$ cat src/cfd_pkg.sv
package cfd_pkg;

  // ****************************************************************
  // Condition register layout (index n holds condition bit n)
  // ****************************************************************
  localparam int unsigned CF_W       = 16;
  localparam int unsigned GRP_W      = 4;
  localparam int unsigned GRP_ARITH  = 0;  // Bits 0-3
  localparam int unsigned GRP_LOGIC  = 1;  // Bits 4-7
  localparam int unsigned GRP_RSVD   = 2;  // Bits 8-11
  localparam int unsigned GRP_EXC    = 3;  // Bits 12-15
  localparam int unsigned CF_OVF     = 0;
  localparam int unsigned CF_GT      = 1;
  localparam int unsigned CF_LT      = 2;
  localparam int unsigned CF_EQ      = 3;
  localparam int unsigned CF_BADDEC  = 4;
  localparam int unsigned CF_LGT     = 5;
  localparam int unsigned CF_LLT     = 6;
  localparam int unsigned CF_LEQ     = 7;
  localparam int unsigned CF_BOUND   = 12;
  localparam int unsigned CF_SVC     = 13;
  localparam int unsigned CF_PARITY  = 14;
  localparam int unsigned CF_ILLEGAL = 15;
  localparam logic [15:0] CF_RESET   = 16'h0000;
  localparam logic [3:0]  GRP_CLEAR  = 4'h0;

  // ****************************************************************
  // Data formats
  // ****************************************************************
  localparam int unsigned WORD_W     = 16;
  localparam int unsigned DWORD_W    = 32;
  localparam int unsigned BYTE_W     = 8;
  localparam int unsigned NIB_W      = 4;
  localparam int unsigned DIGITS_DEF = 5;
  localparam logic [3:0]  ZONE_NIB   = 4'hf;
  localparam logic [3:0]  DIGIT_MAX  = 4'h9;
  localparam logic [3:0]  SIGN_MIN   = 4'ha;
  localparam logic [3:0]  SIGN_NEG_A = 4'hb;
  localparam logic [3:0]  SIGN_NEG_B = 4'hd;

  // ****************************************************************
  // Operations that touch the condition register
  // ****************************************************************
  typedef enum logic [3:0] {
    OP_ADD,
    OP_SUB,
    OP_DIVIDE,
    OP_ZERO_ADD,
    OP_DEC_ADD,
    OP_DEC_SUB,
    OP_CMP_BYTE,
    OP_CMP_SIGNED,
    OP_CMP_WORD
  } cfd_op_t;

endpackage : cfd_pkg

$ cat src/cfd_dec_if.sv
`timescale 1ns/1ps
interface cfd_dec_if #(
  parameter int unsigned DIGITS = cfd_pkg::DIGITS_DEF
);
  localparam int unsigned PW = 8 * (DIGITS / 2 + 1);

  logic [8*DIGITS-1:0] zoned;
  logic [PW-1:0]       packed_val;
  logic                invalid;
  logic                negative;
  logic                zero;

  modport unit (input zoned, output packed_val, output invalid, output negative, output zero);
  modport user (output zoned, input packed_val, input invalid, input negative, input zero);
endinterface : cfd_dec_if

$ cat src/cfd_flag_unit.sv
`timescale 1ns/1ps
// Operation
// RQ1 - Bit 0 flags binary overflow, or lost digits in zero-add and decimal add/sub.
// RQ2 - Compare sets bit 1 when greater, bit 2 when less, clears bits 0 and 4.
// RQ3 - Decimal results set bit 1 positive, bit 2 negative, bit 3 zero.
// RQ4 - Binary arithmetic sets bit 3 on carry out of the top adder bit.
// RQ5 - Decimal op sets bit 4 on a non-digit byte or a bad sign nibble.
// RQ6 - Compare sets bit 5 greater, bit 6 less, bit 7 equal.
// RQ7 - Compare updates both groups; signedness per compare kind.
// RQ8 - Equal compare sets 3 and 7, clears 0-2 and 4-6, keeps 8-15.
// RQ9 - Storage access outside the state's bounds sets bit 12.
// RQ10 - A service request instruction sets bit 13.
// RQ11 - A storage read parity error sets bit 14.
// RQ12 - Undefined, restricted or foreign-state opcode sets bit 15.
// RQ13 - Writes go in whole 4-bit groups; untouched groups hold.
// RQ14 - Only the specified bits change; bits 8-11 stay reserved.
// RQ15 - Word addresses are even; the low address bit is ignored.
// RQ16 - Byte operand: even address takes upper byte, odd takes lower.
// RQ17 - 16 and 32 bit operands are two's complement, top bit sign.
// RQ18 - Add overflows only with like signs and a changed result sign.
// RQ19 - Subtract overflows only with unlike signs.
// RQ20 - A 32-bit operand is two adjacent words, high word first.
// RQ21 - Zoned digits carry zone F; sign A,C,E,F plus, B,D minus.
// RQ22 - Packing drops zones, sign goes last, even count gets leading zero.
module cfd_flag_unit
  import cfd_pkg::*;
#(
  parameter int unsigned DIGITS = DIGITS_DEF
) (
  input  wire logic                       clk,
  input  wire logic                       reset_n,
  input  wire logic                       op_valid,
  input  wire cfd_op_t                    op_code,
  input  wire logic                       op_double,
  input  wire logic [DWORD_W-1:0]         opnd_a,
  input  wire logic [DWORD_W-1:0]         opnd_b,
  input  wire logic                       div_overflow,
  input  wire logic                       dec_lost,
  input  wire logic [8*DIGITS-1:0]        dec_zoned,
  input  wire logic                       bound_violation,
  input  wire logic                       service_request,
  input  wire logic                       read_parity_error,
  input  wire logic                       illegal_opcode,
  input  wire logic                       flags_load,
  input  wire logic [CF_W-1:0]            flags_load_data,
  input  wire logic [WORD_W-1:0]          mem_addr,
  input  wire logic [WORD_W-1:0]          mem_word,
  output logic      [CF_W-1:0]            condition_flags,
  output logic      [DWORD_W-1:0]         arith_result,
  output logic      [WORD_W-1:0]          word_addr,
  output logic      [BYTE_W-1:0]          byte_operand,
  output logic      [8*(DIGITS/2+1)-1:0]  packed_field
);

  localparam int unsigned PW = 8 * (DIGITS / 2 + 1);

  // ****************************************************************
  // State
  // ****************************************************************
  typedef struct packed {
    logic [CF_W-1:0]    flags;
    logic [DWORD_W-1:0] result;
    logic [WORD_W-1:0]  word_addr;
    logic [BYTE_W-1:0]  byte_op;
    logic [PW-1:0]      pack_val;
  } cfd_state_t;

  cfd_state_t st;
  cfd_state_t next_st;

  cfd_dec_if #(.DIGITS(DIGITS)) dec ();

  assign dec.zoned = dec_zoned;

  cfd_zoned_pack #(
    .DIGITS (DIGITS)
  ) u_pack (
    .dec    (dec)
  );

  // ****************************************************************
  // Adder and comparators
  // ****************************************************************
  logic               is_sub;
  logic [DWORD_W:0]   sum_d;
  logic [WORD_W:0]    sum_s;
  logic               sgn_a;
  logic               sgn_b;
  logic               sgn_r;
  logic               carry;
  logic               ovf;
  logic               s_gt;
  logic               s_lt;
  logic               u_gt;
  logic               u_lt;
  logic               eq;
  logic [3:0]         grp_a;
  logic [3:0]         grp_l;
  logic               dec_op;
  logic               is_cmp;

  // Subtract is add of the inverted operand plus one, so carry is the link
  assign is_sub = (op_code == OP_SUB);
  assign sum_d  = {1'b0, opnd_a} + {1'b0, is_sub ? ~opnd_b : opnd_b}
                  + {{DWORD_W{1'b0}}, is_sub};
  assign sum_s  = {1'b0, opnd_a[WORD_W-1:0]}
                  + {1'b0, is_sub ? ~opnd_b[WORD_W-1:0] : opnd_b[WORD_W-1:0]}
                  + {{WORD_W{1'b0}}, is_sub};

  // Double operands hold the high word in the upper half
  always_comb begin
    if (op_double) begin // RQ20
      sgn_a = opnd_a[DWORD_W-1]; // RQ17
      sgn_b = opnd_b[DWORD_W-1];
      sgn_r = sum_d[DWORD_W-1];
      carry = sum_d[DWORD_W];
    end else begin
      sgn_a = opnd_a[WORD_W-1]; // RQ17
      sgn_b = opnd_b[WORD_W-1];
      sgn_r = sum_s[WORD_W-1];
      carry = sum_s[WORD_W];
    end
  end

  // Unlike-signed add and like-signed subtract can never overflow
  assign ovf = is_sub ? ((sgn_a != sgn_b) && (sgn_r != sgn_a))  // RQ19
                      : ((sgn_a == sgn_b) && (sgn_r != sgn_a)); // RQ18

  // Relations per compare kind
  always_comb begin
    case (op_code)
      OP_CMP_BYTE: begin
        s_gt = opnd_a[BYTE_W-1:0] > opnd_b[BYTE_W-1:0]; // RQ7
        s_lt = opnd_a[BYTE_W-1:0] < opnd_b[BYTE_W-1:0];
        u_gt = s_gt;
        u_lt = s_lt;
        eq   = opnd_a[BYTE_W-1:0] == opnd_b[BYTE_W-1:0];
      end
      OP_CMP_SIGNED: begin
        s_gt = $signed(opnd_a) > $signed(opnd_b); // RQ7
        s_lt = $signed(opnd_a) < $signed(opnd_b);
        u_gt = s_gt;
        u_lt = s_lt;
        eq   = opnd_a == opnd_b;
      end
      default: begin
        s_gt = $signed(opnd_a[WORD_W-1:0]) > $signed(opnd_b[WORD_W-1:0]); // RQ7
        s_lt = $signed(opnd_a[WORD_W-1:0]) < $signed(opnd_b[WORD_W-1:0]);
        u_gt = opnd_a[WORD_W-1:0] > opnd_b[WORD_W-1:0];
        u_lt = opnd_a[WORD_W-1:0] < opnd_b[WORD_W-1:0];
        eq   = opnd_a[WORD_W-1:0] == opnd_b[WORD_W-1:0];
      end
    endcase
  end

  assign is_cmp = (op_code == OP_CMP_BYTE) || (op_code == OP_CMP_SIGNED)
                  || (op_code == OP_CMP_WORD);
  assign dec_op = (op_code == OP_ZERO_ADD) || (op_code == OP_DEC_ADD)
                  || (op_code == OP_DEC_SUB);

  // ****************************************************************
  // Group values; index 0 of each group is its lowest bit number
  // ****************************************************************
  always_comb begin
    grp_a = GRP_CLEAR;
    grp_l = GRP_CLEAR;
    if (is_cmp) begin
      // Overflow and bad-digit positions drop on every compare
      grp_a = {eq, s_lt, s_gt, 1'b0}; // RQ2 RQ8
      grp_l = {eq, u_lt, u_gt, 1'b0}; // RQ6 RQ8
    end else if (dec_op) begin
      grp_a = {dec.zero, dec.negative & ~dec.zero,
               ~dec.negative & ~dec.zero, dec_lost}; // RQ1 RQ3
      // Second group mirrors the sign and carries the bad-data mark
      grp_l = {dec.zero, dec.negative & ~dec.zero,
               ~dec.negative & ~dec.zero, dec.invalid}; // RQ5
    end else if (op_code == OP_DIVIDE) begin
      grp_a = {3'b000, div_overflow}; // RQ1
    end else begin
      grp_a = {carry, 2'b00, ovf}; // RQ1 RQ4
    end
  end

  // ****************************************************************
  // Next state
  // ****************************************************************
  always_comb begin
    next_st = st;
    // Restore by the sequencer at a state switch; instruction wins
    if (flags_load) begin
      next_st.flags = flags_load_data;
    end
    if (op_valid) begin
      // Whole groups only; a restore cannot leave a stale half group
      next_st.flags[GRP_ARITH*GRP_W +: GRP_W] = grp_a; // RQ13
      if (is_cmp || dec_op) begin
        next_st.flags[GRP_LOGIC*GRP_W +: GRP_W] = grp_l; // RQ13 RQ14
      end
      if (!is_cmp && !dec_op) begin
        next_st.result = op_double ? sum_d[DWORD_W-1:0]
                                   : {{WORD_W{1'b0}}, sum_s[WORD_W-1:0]};
      end
      if (dec_op) begin
        next_st.pack_val = dec.packed_val; // RQ22
      end
    end
    // Exception events rewrite their group; set beats any restore
    if (bound_violation || service_request || read_parity_error || illegal_opcode) begin
      next_st.flags[CF_BOUND]   = bound_violation;   // RQ9
      next_st.flags[CF_SVC]     = service_request;   // RQ10
      next_st.flags[CF_PARITY]  = read_parity_error; // RQ11
      next_st.flags[CF_ILLEGAL] = illegal_opcode;    // RQ12
    end
    // Reserved group never holds a one
    next_st.flags[GRP_RSVD*GRP_W +: GRP_W] = GRP_CLEAR; // RQ14
    // Low address bit is dropped for words and steers bytes
    next_st.word_addr = {mem_addr[WORD_W-1:1], 1'b0}; // RQ15
    next_st.byte_op   = mem_addr[0] ? mem_word[BYTE_W-1:0]
                                    : mem_word[WORD_W-1:BYTE_W]; // RQ16
  end

  // Single state register
  always_ff @(posedge clk or negedge reset_n) begin
    if (!reset_n) begin
      st <= '{flags: CF_RESET, result: '0, word_addr: '0, byte_op: '0, pack_val: '0};
    end else begin
      st <= next_st;
    end
  end

  assign condition_flags = st.flags;
  assign arith_result    = st.result;
  assign word_addr       = st.word_addr;
  assign byte_operand    = st.byte_op;
  assign packed_field    = st.pack_val;

  logic no_evt;
  assign no_evt = !(bound_violation || service_request || read_parity_error || illegal_opcode);
endmodule : cfd_flag_unit

$ cat src/cfd_zoned_pack.sv
`timescale 1ns/1ps
module cfd_zoned_pack
  import cfd_pkg::*;
#(
  parameter int unsigned DIGITS = DIGITS_DEF
) (
  cfd_dec_if.unit dec
);

  localparam int unsigned PW = 8 * (DIGITS / 2 + 1);

  logic [DIGITS-1:0]         dig_bad;
  logic [DIGITS-1:0]         dig_nz;
  logic [4*(DIGITS+1)-1:0]   pack_nib;
  logic [3:0]                sign_nib;

  // ****************************************************************
  // Per-digit check and packing; byte 0 is the least significant
  // ****************************************************************
  for (genvar i = 0; i < DIGITS; i++) begin : g_dig
    logic [3:0] digit;
    logic [3:0] zone;
    assign digit = dec.zoned[8*i +: 4];
    assign zone  = dec.zoned[8*i+4 +: 4];
    // Zone must be F except in the sign byte
    assign dig_bad[i] = (digit > DIGIT_MAX) || ((i != 0) && (zone != ZONE_NIB)); // RQ5 RQ21
    assign dig_nz[i]  = (digit != 4'h0);
    // Zone dropped, digit moves up one nibble to make room for the sign
    assign pack_nib[4*(i+1) +: 4] = digit; // RQ22
  end

  // Sign nibble rides in the zone of the lowest byte
  assign sign_nib       = dec.zoned[NIB_W +: 4];
  assign pack_nib[3:0]  = sign_nib; // RQ22
  assign dec.invalid    = (|dig_bad) || (sign_nib < SIGN_MIN); // RQ5
  assign dec.negative   = (sign_nib == SIGN_NEG_A) || (sign_nib == SIGN_NEG_B); // RQ21
  assign dec.zero       = ~(|dig_nz);
  // Even digit count leaves a zero leading nibble after extension
  assign dec.packed_val = PW'(pack_nib); // RQ22

endmodule : cfd_zoned_pack

$ cat config.mk
export PLATFORM = sky130hd
export DESIGN_NAME = cfd_flag_unit
export DESIGN_NICKNAME = d
export VERILOG_FILES = /design/src/cfd_pkg.sv /design/src/cfd_dec_if.sv /design/src/cfd_flag_unit.sv /design/src/cfd_zoned_pack.sv
export SDC_FILE = /design/constraint.sdc
export NUM_CORES = 1
export LEC_CHECK = 0
export BUFFER_PORTS_ARGS = -buffer_cell sky130_fd_sc_hd__buf_2
export CELL_PAD_IN_SITES_DETAIL_PLACEMENT = 1
export CELL_PAD_IN_SITES_GLOBAL_PLACEMENT = 2
export CORE_ASPECT_RATIO = 1.4
export CORE_MARGIN = 4
export CORE_UTILIZATION = 29
export DETAILED_ROUTE_END_ITERATION = 7
export GPL_ROUTABILITY_DRIVEN = 0
export PLACE_DENSITY_LB_ADDON = 0.1
export SLEW_MARGIN = 20
export SYNTH_ARGS = -nofsm -noshare
export SYNTH_HDL_FRONTEND = slang
export SYNTH_SLANG_ARGS = --single-unit
$ cat constraint.sdc
create_clock -name clk -period 1.95 [get_ports clk]
set_clock_uncertainty 0.1 [all_clocks]
set_input_delay 0.0975 -clock clk [delete_from_list [all_inputs] [get_ports clk]]
set_output_delay 0.0975 -clock clk [all_outputs]
set_load 0.02 [all_outputs]
### Word level (Yosys, flattened, before mapping)

Cells that the tools add are included.

| word-level totals | value |
|---|---|
| register bits | 91 |
| input bits | 167 |
| word-level logic and storage cells | 105 |
| output and inout port bits | 96 |

| operators by class | value |
|---|---|
| reduce and logical (&&, ||, !) cells | 30 |
| $add $sub $neg | 4 |
| muxes and demuxes | 24 |
| bitwise gates (word level) | 6 |
| eq/ne operators | 20 |
| magnitude comparators | 14 |

Operators by type and width:

| kind | number |
|---|---|
| two-way mux 32 bit | 3 |
| two-way mux 40 bit | 1 |
| adder 32 x 32 -> 33 bit | 1 |
| adder 33 x 1 -> 33 bit | 1 |
| equality test 32 bit | 1 |
| greater-than comparator 16 bit | 2 |
| greater-than comparator 32 bit | 1 |
| less-than comparator 16 bit | 2 |
| less-than comparator 32 bit | 1 |
| two-way mux 16 bit | 2 |
| inverter 32 bit | 1 |
| two-way mux 4 bit | 7 |
| greater-than comparator 4 bit (second input constant) | 5 |
| nonzero test 4 bit | 5 |
| adder 16 x 16 -> 17 bit | 1 |
| adder 17 x 1 -> 17 bit | 1 |
| equality test 16 bit | 1 |
| equality test 4 x 3 -> 1 bit (second input constant) | 4 |
| != test 4 bit (second input constant) | 4 |
| inverter 16 bit | 1 |
| logical OR 1 bit | 14 |
| equality test 4 bit (second input constant) | 3 |
| one-hot mux 1 bit (2 select lines) | 5 |
| OR reduction 5 bit | 2 |
| 16 further kinds | 29 |

### Logic depth before layout (Yosys ltp)

Gate-level depths: netlist (run 1).

| depth | value |
|---|---|
| depth in word-level cells | 12 |
| depth in mapped cells | 15 |

### Cells and area by module

Synthesis (run 1) repeated with hierarchy kept, for this count alone.

| unflattened totals | value |
|---|---|
| cells, all modules | 780 |
| area total of the unflattened synthesis | 6720.2 µm² |

By module, submodules not included:

| module | times used | area an instance (µm²) | cells an instance | sequential area each (µm²) |
|---|---|---|---|---|
| cfd_flag_unit | 1 | 6401.1 | 733 | 2277.2 |
| cfd_zoned_pack | 1 | 319.1 | 47 | 0.0 |

### Least setup slack after synthesis (run 1)

OpenSTA, ideal clock, no wires.

| path | value |
|---|---|
| kind | input -> register |
| start point | input op_code[3] |
| end point | register st, in the netlist arith_result[29] |
| library setup time | 122 ps |
| data required time | 1728 ps |
| arrival | 3283 ps |
| path slack | -1554 ps |
| stages on the path | 14 |
| path through | buf_4 > nor4b_2 > buf_4 > buf_1 > xnor2_1 > ha_1 > and3_1 > a311oi_2 > o311a_4 > o211ai_2 > a31oi_2 > nor3_2 > or3_1 > a32o_1 |

| on the way | value |
|---|---|
| cells in the longest elaborated chain, start to end | 6 |
| elaborated cells between the ends (all ways) | 19 |
| those cells by class | add/sub (2); eq/ne (7); mux (2); reduce/logical (8) |

Ends and longest elaborated chain:

| what | RTL line | text |
|---|---|---|
| start: declaration | cfd_flag_unit.sv:33 | `input wire cfd_op_t op_code,` |
| branches (longest 6 deep; another with adder 32 x 32 -> 33 bit) | -- |  |
| end signal: assignment | cfd_flag_unit.sv:225 | `st <= '{flags: CF_RESET, result: '0, word_addr: '0, byte_op: '0, pack_val: '0};` |
| end signal: assignment | cfd_flag_unit.sv:227 | `st <= next_st;` |
| end: declaration | cfd_flag_unit.sv:68 | `cfd_state_t st;` |

Parallel ways; which one is timed is not known.
A chain may end at the register's enable or synchronous reset.

### Worst setup path after layout (run 1)

| path | value |
|---|---|
| start point | input op_code[2] |
| end point | register st, in the netlist condition_flags[0] |

| on the way | value |
|---|---|
| cells in the longest elaborated chain, start to end | 12 |
| elaborated cells between the ends (all ways) | 27 |
| those cells by class | add/sub (4); eq/ne (9); mux (8); reduce/logical (6) |

Ends and longest elaborated chain:

| what | RTL line | text |
|---|---|---|
| equality test 4 x 1 -> 1 bit | cfd_flag_unit.sv:103 | `assign is_sub = (op_code == OP_SUB);` |
| two-way mux 32 bit / two-way mux 16 bit (equally long branches) | cfd_flag_unit.sv:104, cfd_flag_unit.sv:107 |  |
| adder 32 x 32 -> 33 bit / adder 16 x 16 -> 17 bit (equally long branches) | cfd_flag_unit.sv:104, cfd_flag_unit.sv:107 |  |
| adder 33 x 1 -> 33 bit / adder 17 x 1 -> 17 bit (equally long branches) | cfd_flag_unit.sv:105, cfd_flag_unit.sv:108 |  |
| two-way mux 1 bit | cfd_flag_unit.sv:112 | `if (op_double) begin` |
| != test 1 bit | cfd_flag_unit.sv:126, cfd_flag_unit.sv:127 |  |
| logical AND 1 bit (on tied branches) | cfd_flag_unit.sv:127, cfd_flag_unit.sv:126 |  |
| two-way mux 1 bit | cfd_flag_unit.sv:126 | `assign ovf = is_sub ? ((sgn_a != sgn_b) && (sgn_r != sgn_a))` |
| two-way mux 4 bit | cfd_flag_unit.sv:177 | `end else if (op_code == OP_DIVIDE) begin` |
| two-way mux 4 bit | cfd_flag_unit.sv:171 | `end else if (dec_op) begin` |
| two-way mux 4 bit (*) | cfd_flag_unit.sv:167 | `if (is_cmp) begin` |
| two-way mux 40 bit (*) | cfd_flag_unit.sv:193 | `if (op_valid) begin` |

Mark *: on every way between the ends. The rest lies on a longest branch, timed or not.

==> flow_summary.ini, run 1 <==
[run_status]
run_status = finished with violations
violations = negative setup slack

[final_layout]
drive_above_1_share_pct = 53.6
area_delta_synth_final_pct = 81.4
layout.nets = 1483
fin_cells = 1559

[drt]
drc_errors = 0
ant_nets = 0
avgViaCountPerCell = 4.81
wl_per_cell_microns = 17.7
drtIter0Drc = 172
via_count = 7504
wl_met3_microns = 1120
drt-met1-wl_microns = 9940
wl_met2_microns = 15800
first_pass_iters = 5
routed.top_layer = met4
drt-total-wl_microns = 27700

[clocking]
clock_sinks = 91
clock_path_buffers = 2
root_buffer = clkbuf_16
cts_inserted_buffers = 9
cts_tree = yes
h-tree-depth = 3
insertion_delay_ps = 350
cts.clk_slew.worst_paths_ps = 70

[logic_synthesis]
yosysTopAreaCell = dfrtp_1
synth_top_area_share_pct = 34.0
yosys_most_used_dff = dfrtp_1
avgSynthCellArea_sq_um = 9.28
synth_xor_area_share_pct = 6.93
netlist_area_sq_mm = 0.00670
yosysMostFrequentCell = dfrtp_1
synthMuxAreaShare_pct = 7.71
yosysWarnings = 0
synth-compound-area-share_pct = 20.2
synth_edf_count = 0
synth_top_family_by_area = compound AO/OA/AOI/OAI gates
synth_fa_ha_area_share_pct = 12.1
synth-seq-area-share_pct = 34.0
ys_top_cells_by_area = dfrtp_1 (34%), ha_1 (12%), mux2_2 (6.2%)
postSynthCellCount = 722
yosys_register_bits = 91
synth_cell_types = 70
ys_async_sr_fraction_pct = 100
yosys.area_share.simple_pct = 14.1
synthTopCellsByCount = dfrtp_1 (91), ha_1 (63), nand2_1 (57)

[min_path]
hp-class = in -> reg

[sta]
period_needed_ps = 2820
setup_ws_ps = -872
setup-violations-final = 31
finalHoldViolCount = 0
period_share_pct = 145
rsz0062_at_grt = true
slew_viol_final = 0
fmax_ghz = 0.354

[placement]
dp_hpwl_microns = 21200
place_inst = 1444
numPortBuffers = 253

[global_routing]
first_global_vias = 8294
grt_usage_pct = 21.1
grt-ovfl-total = 0
antenna_found_initial = 1
grt_pass1_wl_microns = 42500
grt_max_degree = 31

[critical_path]
critical_path.max_fanout = 6
cp-end-kind = flip-flop
critPathArrivalTime_ps = 2960
critPathKind = in -> reg
crit_required_ps = 2080
critPathLaunchType = input pin

[floorplan]
core_area_sq_mm = 0.0226
die_w_microns = 136
row_count = 65
die_h_microns = 188
dieArea_sq_mm = 0.0256
start_util_pct = 29.6
io_pins = 263

[flow_run]
drv_cap = 0

[power_and_ir_drop]
p_leak_nw = 5.86
ir_worst_vdd_mv = 0.419
power_density_mw_per_mm2 = 650
total_power_w = 0.00790
[worst paths after layout]
check / startpoint / to / slack [ps] / cells after the start
max in group asynchronous: reset_n / arith_result[7] / 1130 / 3
max: op_code[2] / condition_flags[0] / -870 / 16
max reg2reg: condition_flags[0] / condition_flags[0] / 90 / 5
min in group asynchronous: reset_n / byte_operand[3] / 110 / 2
min: flags_load_data[5] / condition_flags[5] / 30 / 4
min reg2reg: arith_result[2] / arith_result[2] / 380 / 2
[layout make-up]
type / count / area [sq um]
Multi-Input combinational cell: 557 / 5030
Inverter: 51 / 211
Clock buffer: 12 / 256
Fill cell: 2610 / 10500
Clock inverter: 4 / 56.3
Antenna cell: 1 / 2.50
Timing Repair Buffer: 542 / 3940
Sequential cell: 91 / 2280
Tap cell: 301 / 377
[timing repair]
| action | CTS | global route |
|---|---|---|
| cloned | 1 | 0 |
| buffers inserted | 23 | 16 |
| setup endpoints to repair | 35 | 36 |
| hold endpoints to repair | 145 | 0 |
| gates resized for setup | 116 | 76 |
| hold buffers | 63 | 0 |
| pin swaps | 78 | 78 |
[worst max-delay path, cell delays in order]
cell and delay [ps]:
buf_8 100, nor4b_4 290, buf_6 160, buf_12 140, buf_12 140, xnor2_1 70, ha_1 330, o211ai_1 150
o311a_4 410, buf_6 130, buf_6 110, o21ai_4 240, mux2i_1 240, o2111ai_2 180, nand2_1 100, nand3_1 60
[per-layer routing]
layer	GRT usage [%]	vias to the layer above
met3	2.23	41
met1	21.5	3591
li1	-	3676
met5	0	-
met4	7.60	0
met2	42.6	196
[metrics by stage]
stage | TNS, ps | setup slack (ps) | instance area (sq um) | hold slack, ps | utilization (%)
floorplan | -20790 | -1080 | 6970 | -298 | -
global placement | -32940 | -1280 | 9950 | -63.0 | 44.0
detailed placement | -35250 | -1410 | 9950 | -70.7 | 44.0
CTS | -17780 | -820 | 11700 | 19.1 | 51.5
global route | -23370 | -1020 | 12200 | 39.2 | 53.8
finish | -19090 | -872 | 12200 | 28.5 | 53.8
[registers in the layout, indices dropped and copies added, names as in the netlist]
register / flops
condition_flags: 12
byte_operand: 8
arith_result: 32
word_addr: 15
packed_field: 24
[cells in the final DEF, fill, tap and decap left out, types with 5 or more instances in the layout]
cell type and instances:
inv_4 6, o211ai_1 6, a21o_1 22, inv_2 9, o21a_1 8, mux2_2 37, nand4_1 13, xnor2_1 29
buf_4 201, dfrtp_1 91, o21ai_1 23, or2_4 5, clkbuf_16 9, inv_1 35, o21bai_1 7, xnor2_2 8
a21oi_4 5, nand3_1 14, nand2b_1 6, o21ai_2 7, conb_1 5, a21oi_1 36, ha_4 23, a21oi_2 14
and3_1 10, buf_6 38, nor4_1 6, xor2_1 14, nor2_1 22, nand2_1 52, dlygate4sd3_1 63, ha_1 40
mux2i_1 8, o21ai_0 22, o22a_1 5, buf_2 228, buf_12 8
[power breakdown]
group	internal (W)	total (W)	switching, W
clock	0.00108	0.00187	0.000794
sequential	0.00220	0.00236	0.000158
combinational	0.00178	0.00367	0.00189
[kinds of logic (layout without fill, tap and decap cells)]
| logic type | Yosys count | count (layout) |
|---|---|---|
| buffers and inverters | 78 | 609 |
| adders and majority gates | 64 | 64 |
| muxes | 47 | 47 |
| DFF | 91 | 91 |
| other | 1 | 6 |
| and+or+nand+nor | 182 | 182 |
| AOI/OAI and AO/OA | 206 | 206 |
| xor gates and xnor gates | 53 | 53 |
Note: power is estimated with default switching activity, not from simulation.
==> run 2: changes to the inputs <==
--- a/config.mk
+++ b/config.mk
@@ -10,7 +10,8 @@
 export CELL_PAD_IN_SITES_GLOBAL_PLACEMENT = 2
 export CORE_ASPECT_RATIO = 1.4
 export CORE_MARGIN = 4
-export CORE_UTILIZATION = 29
+export CORE_UTILIZATION = 26
+export CTS_BUF_LIST = sky130_fd_sc_hd__clkbuf_16
 export DETAILED_ROUTE_END_ITERATION = 7
 export GPL_ROUTABILITY_DRIVEN = 0
 export PLACE_DENSITY_LB_ADDON = 0.1
==> constraint.sdc (replaced) <==
create_clock -name clk -period 2.55 [get_ports clk]
set_clock_uncertainty 0.1 [all_clocks]
set_input_delay 0.51 -clock clk [delete_from_list [all_inputs] [get_ports clk]]
set_output_delay 0.51 -clock clk [all_outputs]
set_load 0.02 [all_outputs]
==> run 2 against run 1 <==
Effect of this change:
- worst setup slack better by 190 ps
- clock power down 24%
- the run still ends with negative setup slack left
- critical endpoint is now arith_result[29]
- non-clock buffer count down 65
- sequential power down 23%
- first-iteration DRC count down 24%
- cell count down 3.1%
==> flow_summary.ini, run 2 (synthesis gave the netlist of run 1 again) <==
[run_status]
run_status = finished with violations
violations = negative setup slack

[final_layout]
layout.nets = 1418
area_delta_synth_final_pct = 66.4
seq_area_sq_mm = 0.00228
drive_above_1_share_pct = 53.7
layout_commonest_cell = buf_2
antennaDiodeCount = 0
largest_reg_flops = 32
nFillCells = 3002
layout_common_cells = buf_2 (247), buf_4 (201), dfrtp_1 (91)
multi_input_area_sq_mm = 0.00479

[power_and_ir_drop]
total_power_w = 0.00587
p_leak_nw = 5.52
intPower_w = 0.00379
power_density_mw_per_mm2 = 527
combPwrFrac_pct = 44.8
switching_power_w = 0.00208
power_frac_seq_pct = 30.8
ir_worst_vdd_mv = 0.452
switching_share_pct = 35.5
clkPwrFrac_pct = 24.4

[drt]
wl_per_cell_microns = 17.4
drtIter0Drc = 130
drc_errors = 0
via_count = 7133
ant_nets = 0
drt-total-wl_microns = 26300
avgViaCountPerCell = 4.72
first_pass_iters = 4

[sta]
rsz0062_at_grt = true
fmax_ghz = 0.310
period_share_pct = 127
slew_viol_final = 0
finalHoldViolCount = 0
setup-violations-final = 28
setup_ws_ps = -679
holdWs_ps = 167
tns_ps = -13970
period_needed_ps = 3230

[placement]
numPortBuffers = 253
dp_hpwl_microns = 21700
post-place-ws_ps = -1160

[floorplan]
row_count = 69
die_h_microns = 198
start_util_pct = 26.4
dieArea_sq_mm = 0.0284
io_pins = 263
die_w_microns = 144
core_area_sq_mm = 0.0254

[clocking]
cts_tree = yes
clock_path_buffers = 2
cts.clk_slew.worst_paths_ps = 70
clock_sinks = 91
cts_inserted_buffers = 9
insertion_delay_ps = 350
h-tree-depth = 3
root_buffer = clkbuf_16

[critical_path]
critPathLaunchType = input pin
crit_required_ps = 2700
critPathKind = in -> reg
critPathArrivalTime_ps = 3380
path_delay_family = compound AO/OA/AOI/OAI gates
critical_path_buf_inv_count = 5
rr_worst_depth = 5
slowest_delay_ps = 360
cp_cell_sequence = buf_6 -> nor4b_4 -> buf_6 -> buf_12 -> buf_12 -> xnor2_1 -> ha_1 -> buf_4 -> nand4_1 -> o22a_1 -> o311a_4 -> o211ai_4 -> a31oi_4 -> nor3_2 -> or3_1 -> a32o_1
critical_path.max_fanout = 7
worst_path_max_delay_cell = or3_1
worst-path-stages = 16
rrSetupSlack_ps = 670
cp-end-kind = flip-flop

[flow_run]
drv_cap = 0

[global_routing]
grt_pass1_wl_microns = 40100
grt-ovfl-total = 0
antenna_found_initial = 0
first_global_vias = 7781
grt_max_degree = 52
grt_usage_pct = 17.9

[min_path]
holdPathStages = 1
hp-class = in -> reg
==> run 2: cell type report <==
class / instances / share of cell area [%]
flip-flops and latches: 91 / 20.4
inverters: 51 / 1.76
repair buffers: 477 / 28.5
clock buffers: 9 / 2.02
multi-input cells: 557 / 43.0
well taps: 319 / 3.58
clock inverters: 6 / 0.730
==> run 2: worst paths after layout <==
| kind | start | to |
|---|---|---|
| worst max-delay path | op_code[2] | arith_result[29] |
| worst min-delay path | mem_addr[8] | word_addr[8] |
| worst max register to register | condition_flags[0] | condition_flags[0] |
| worst min register to register | arith_result[1] | arith_result[1] |
| max in group asynchronous | reset_n | arith_result[27] |
| min in group asynchronous | reset_n | byte_operand[6] |
==> run 2: stage by stage <==
step	util [%]	instances	area (sq um)
6_report	43.9	1510	11100
5_1_grt	43.9	1510	11100
4_1_cts	42.5	1494	10800
3_5_place_dp	39.1	1459	9930
3_3_place_gp	39.1	1459	9930
2_1_floorplan	-	726	6930
==> run 2: per-layer routing <==
metal / track usage (%) / part of all wire [%] / vias to the layer above
met5: 0 / 0 / -
met1: 18.7 / 36 / 3400
met2: 36.0 / 57 / 176
met3: 2.80 / 4.8 / 23
met4: 4.99 / 2.3 / 0
li1: - / - / 3534
==> run 2: power groups by stage <==
stage               combinational, W  clock (W)  sequential [W]
CTS                          0.00255    0.00149         0.00181
global placement             0.00234          0         0.00183
global route                 0.00288    0.00154         0.00184
finish                       0.00263    0.00143         0.00181
floorplan                   0.000950          0         0.00213
detailed placement           0.00237          0         0.00184
==> run 2: what timing repair did <==
action,4_1_cts,5_1_grt
gates resized for setup,82,43
gates cloned,1,0
pin swaps,45,53
hold buffers,1,0
endpoints found under the setup margin,31,31
endpoints found under the hold margin,26,0
setup buffers,18,18
==> run 3: changes to the inputs <==
--- a/config.mk
+++ b/config.mk
@@ -15,6 +15,7 @@
 export DETAILED_ROUTE_END_ITERATION = 7
 export GPL_ROUTABILITY_DRIVEN = 0
 export PLACE_DENSITY_LB_ADDON = 0.1
+export SETUP_SLACK_MARGIN = 0.5
 export SLEW_MARGIN = 20
 export SYNTH_ARGS = -nofsm -noshare
 export SYNTH_HDL_FRONTEND = slang
==> run 3 against run 2 <==
Effect of this change:
- the flow still finishes with violations (negative setup slack)
- cell count decreased by 0.99%
- core utilization increased by 0.39 points
- worst setup slack improved by 16 ps
- first-iteration DRC count increased by 23%
- combinational power about the same
- global-route usage about the same
- flip-flop and latch count unchanged
- routed wire length increased by 0.62%
- sequential power about the same
- largest cell class unchanged
==> flow_summary.ini, run 3 (synthesis gave the netlist of run 1 again) <==
[run_status]
run_status = finished with violations
violations = negative setup slack

[floorplan]
die_h_microns = 198
row_count = 69
io_pins = 263
die_w_microns = 144
start_util_pct = 26.4
dieArea_sq_mm = 0.0284
core_area_sq_mm = 0.0254

[drt]
first_pass_iters = 4
avgViaCountPerCell = 4.78
wl_per_cell_microns = 17.7
via_count = 7140
drc_errors = 0
ant_nets = 0
drt-total-wl_microns = 26400
drtIter0Drc = 160

[critical_path]
cp-end-kind = flip-flop
cp-endpoint = arith_result[29]
crit_top_cell = buf_6
worst_path_max_delay_cell = or3_1
rr_worst_depth = 5
critPathKind = in -> reg
crit_start = op_code[2]
critical_path.max_fanout = 6
crit_required_ps = 2700
timing.rr.start = condition_flags[0]
critPathArrivalTime_ps = 3360
slowest_delay_ps = 360
rrSetupSlack_ps = 670
cp_cell_sequence = buf_6 -> nor4b_4 -> buf_6 -> buf_12 -> xnor2_4 -> ha_4 -> and3_4 -> a311oi_4 -> o311a_4 -> o211ai_4 -> a31oi_4 -> nor3_2 -> or3_1 -> a32o_1
worstReg2RegEnd = condition_flags[0]
critPathLaunchType = input pin

[power_and_ir_drop]
power_density_mw_per_mm2 = 508
ir_worst_vdd_mv = 0.446
p_leak_nw = 5.46
total_power_w = 0.00571

[sta]
rsz0062_at_grt = true
fmax_ghz = 0.311
setup-violations-final = 28
slew_viol_final = 0
tns_ps = -13390
setup_ws_ps = -662
finalHoldViolCount = 0
period_needed_ps = 3210
period_share_pct = 126

[clocking]
cts.hold.buffers_added = 0
h-tree-depth = 3
clock_path_buffers = 2
cts_tree = yes
root_buffer = clkbuf_16
insertion_delay_ps = 350
clock_sinks = 91
cts_inserted_buffers = 9
cts.clk_slew.worst_paths_ps = 70

[final_layout]
layout_common_cells = buf_2 (239), buf_4 (183), dfrtp_1 (91)
layout_commonest_cell = buf_2
final_core_util_pct = 44.3
antennaDiodeCount = 0
largest_reg_flops = 32
layout.nets = 1403
area_delta_synth_final_pct = 67.8
drive_above_1_share_pct = 55.4

[global_routing]
grt_max_degree = 52
grt_usage_pct = 18.0
grt-ovfl-total = 0
grt_pass1_wl_microns = 40000
antenna_found_initial = 0
first_global_vias = 7745

[placement]
dp_hpwl_microns = 21800
numPortBuffers = 253

[min_path]
hp-class = in -> async

[flow_run]
drv_cap = 0
## run 3: cell count changes in the layout (fill, tap and decap cells not counted), moves of 7 or more
cell and delta:
ha_1 -11, inv_2 +7, inv_1 -11, buf_4 -18
ha_4 +11, buf_6 +13, buf_2 -8
## run 3: worst min path at each step
stage	startpoint	to	slack, ps	depth (start not counted)
floorplan	reset_n	arith_result[0]	110	0
global placement	arith_result[4]	arith_result[4]	360	1
detailed placement	arith_result[0]	arith_result[0]	370	2
CTS	reset_n	byte_operand[4]	20	1
global route	reset_n	word_addr[1]	40	1
finish	reset_n	byte_operand[7]	20	1
## run 3: cell type report
type	count	area [sq um]
Clock buffer	9	225
Sequential cell	91	2280
Inverter	51	216
Fill cell	2966	14100
Multi-Input combinational cell	557	4980
Clock inverter	6	35.0
Timing Repair Buffer	462	3110
Tap cell	319	399
## run 3: stage by stage
| stage | area, sq um | setup WS, ps | hold WS [ps] | std cells |
|---|---|---|---|---|
| floorplan | 7030 | -889 | 114 | 726 |
| global placement | 9960 | -1080 | 357 | 1454 |
| detailed placement | 9960 | -1160 | 366 | 1454 |
| CTS | 10900 | -594 | 20.2 | 1487 |
| global route | 11200 | -761 | 44.3 | 1495 |
| finish | 11200 | -662 | 20.6 | 1495 |
## run 3: repair_timing
| item | CTS | global route |
|---|---|---|
| setup buffers | 17 | 8 |
| pin swaps | 61 | 58 |
| gates cloned | 1 | 0 |
| endpoints found under the setup margin | 37 | 37 |
| gates resized for setup | 101 | 58 |
## run 3: critical path: cells and delay by family
kind / cells / cell delay, ps
buffers and inverters: 3 / 410
AND/OR/NAND/NOR: 4 / 860
XOR/XNOR: 1 / 140
AO/OA/AOI/OAI: 5 / 1180
adder cells (fa/ha/maj): 1 / 230
## run 3: where the power goes
part	leakage (nW)	internal, W	switching, W
sequential	1.10	0.00169	0.000120
clock	0.128	0.000649	0.000596
combinational	4.23	0.00126	0.00140
total	5.46	0.00360	0.00211
## run 3: metal layers
layer / share of wire [%] / up-vias / track usage [%] / routed length, microns
met1: 35 / 3431 / 17.8 / 9320
met5: 0 / - / 0 / 0
met3: 5.0 / 25 / 2.78 / 1310
li1: - / 3515 / - / -
met4: 2.1 / 0 / 5.41 / 565
met2: 58 / 169 / 37.0 / 15200
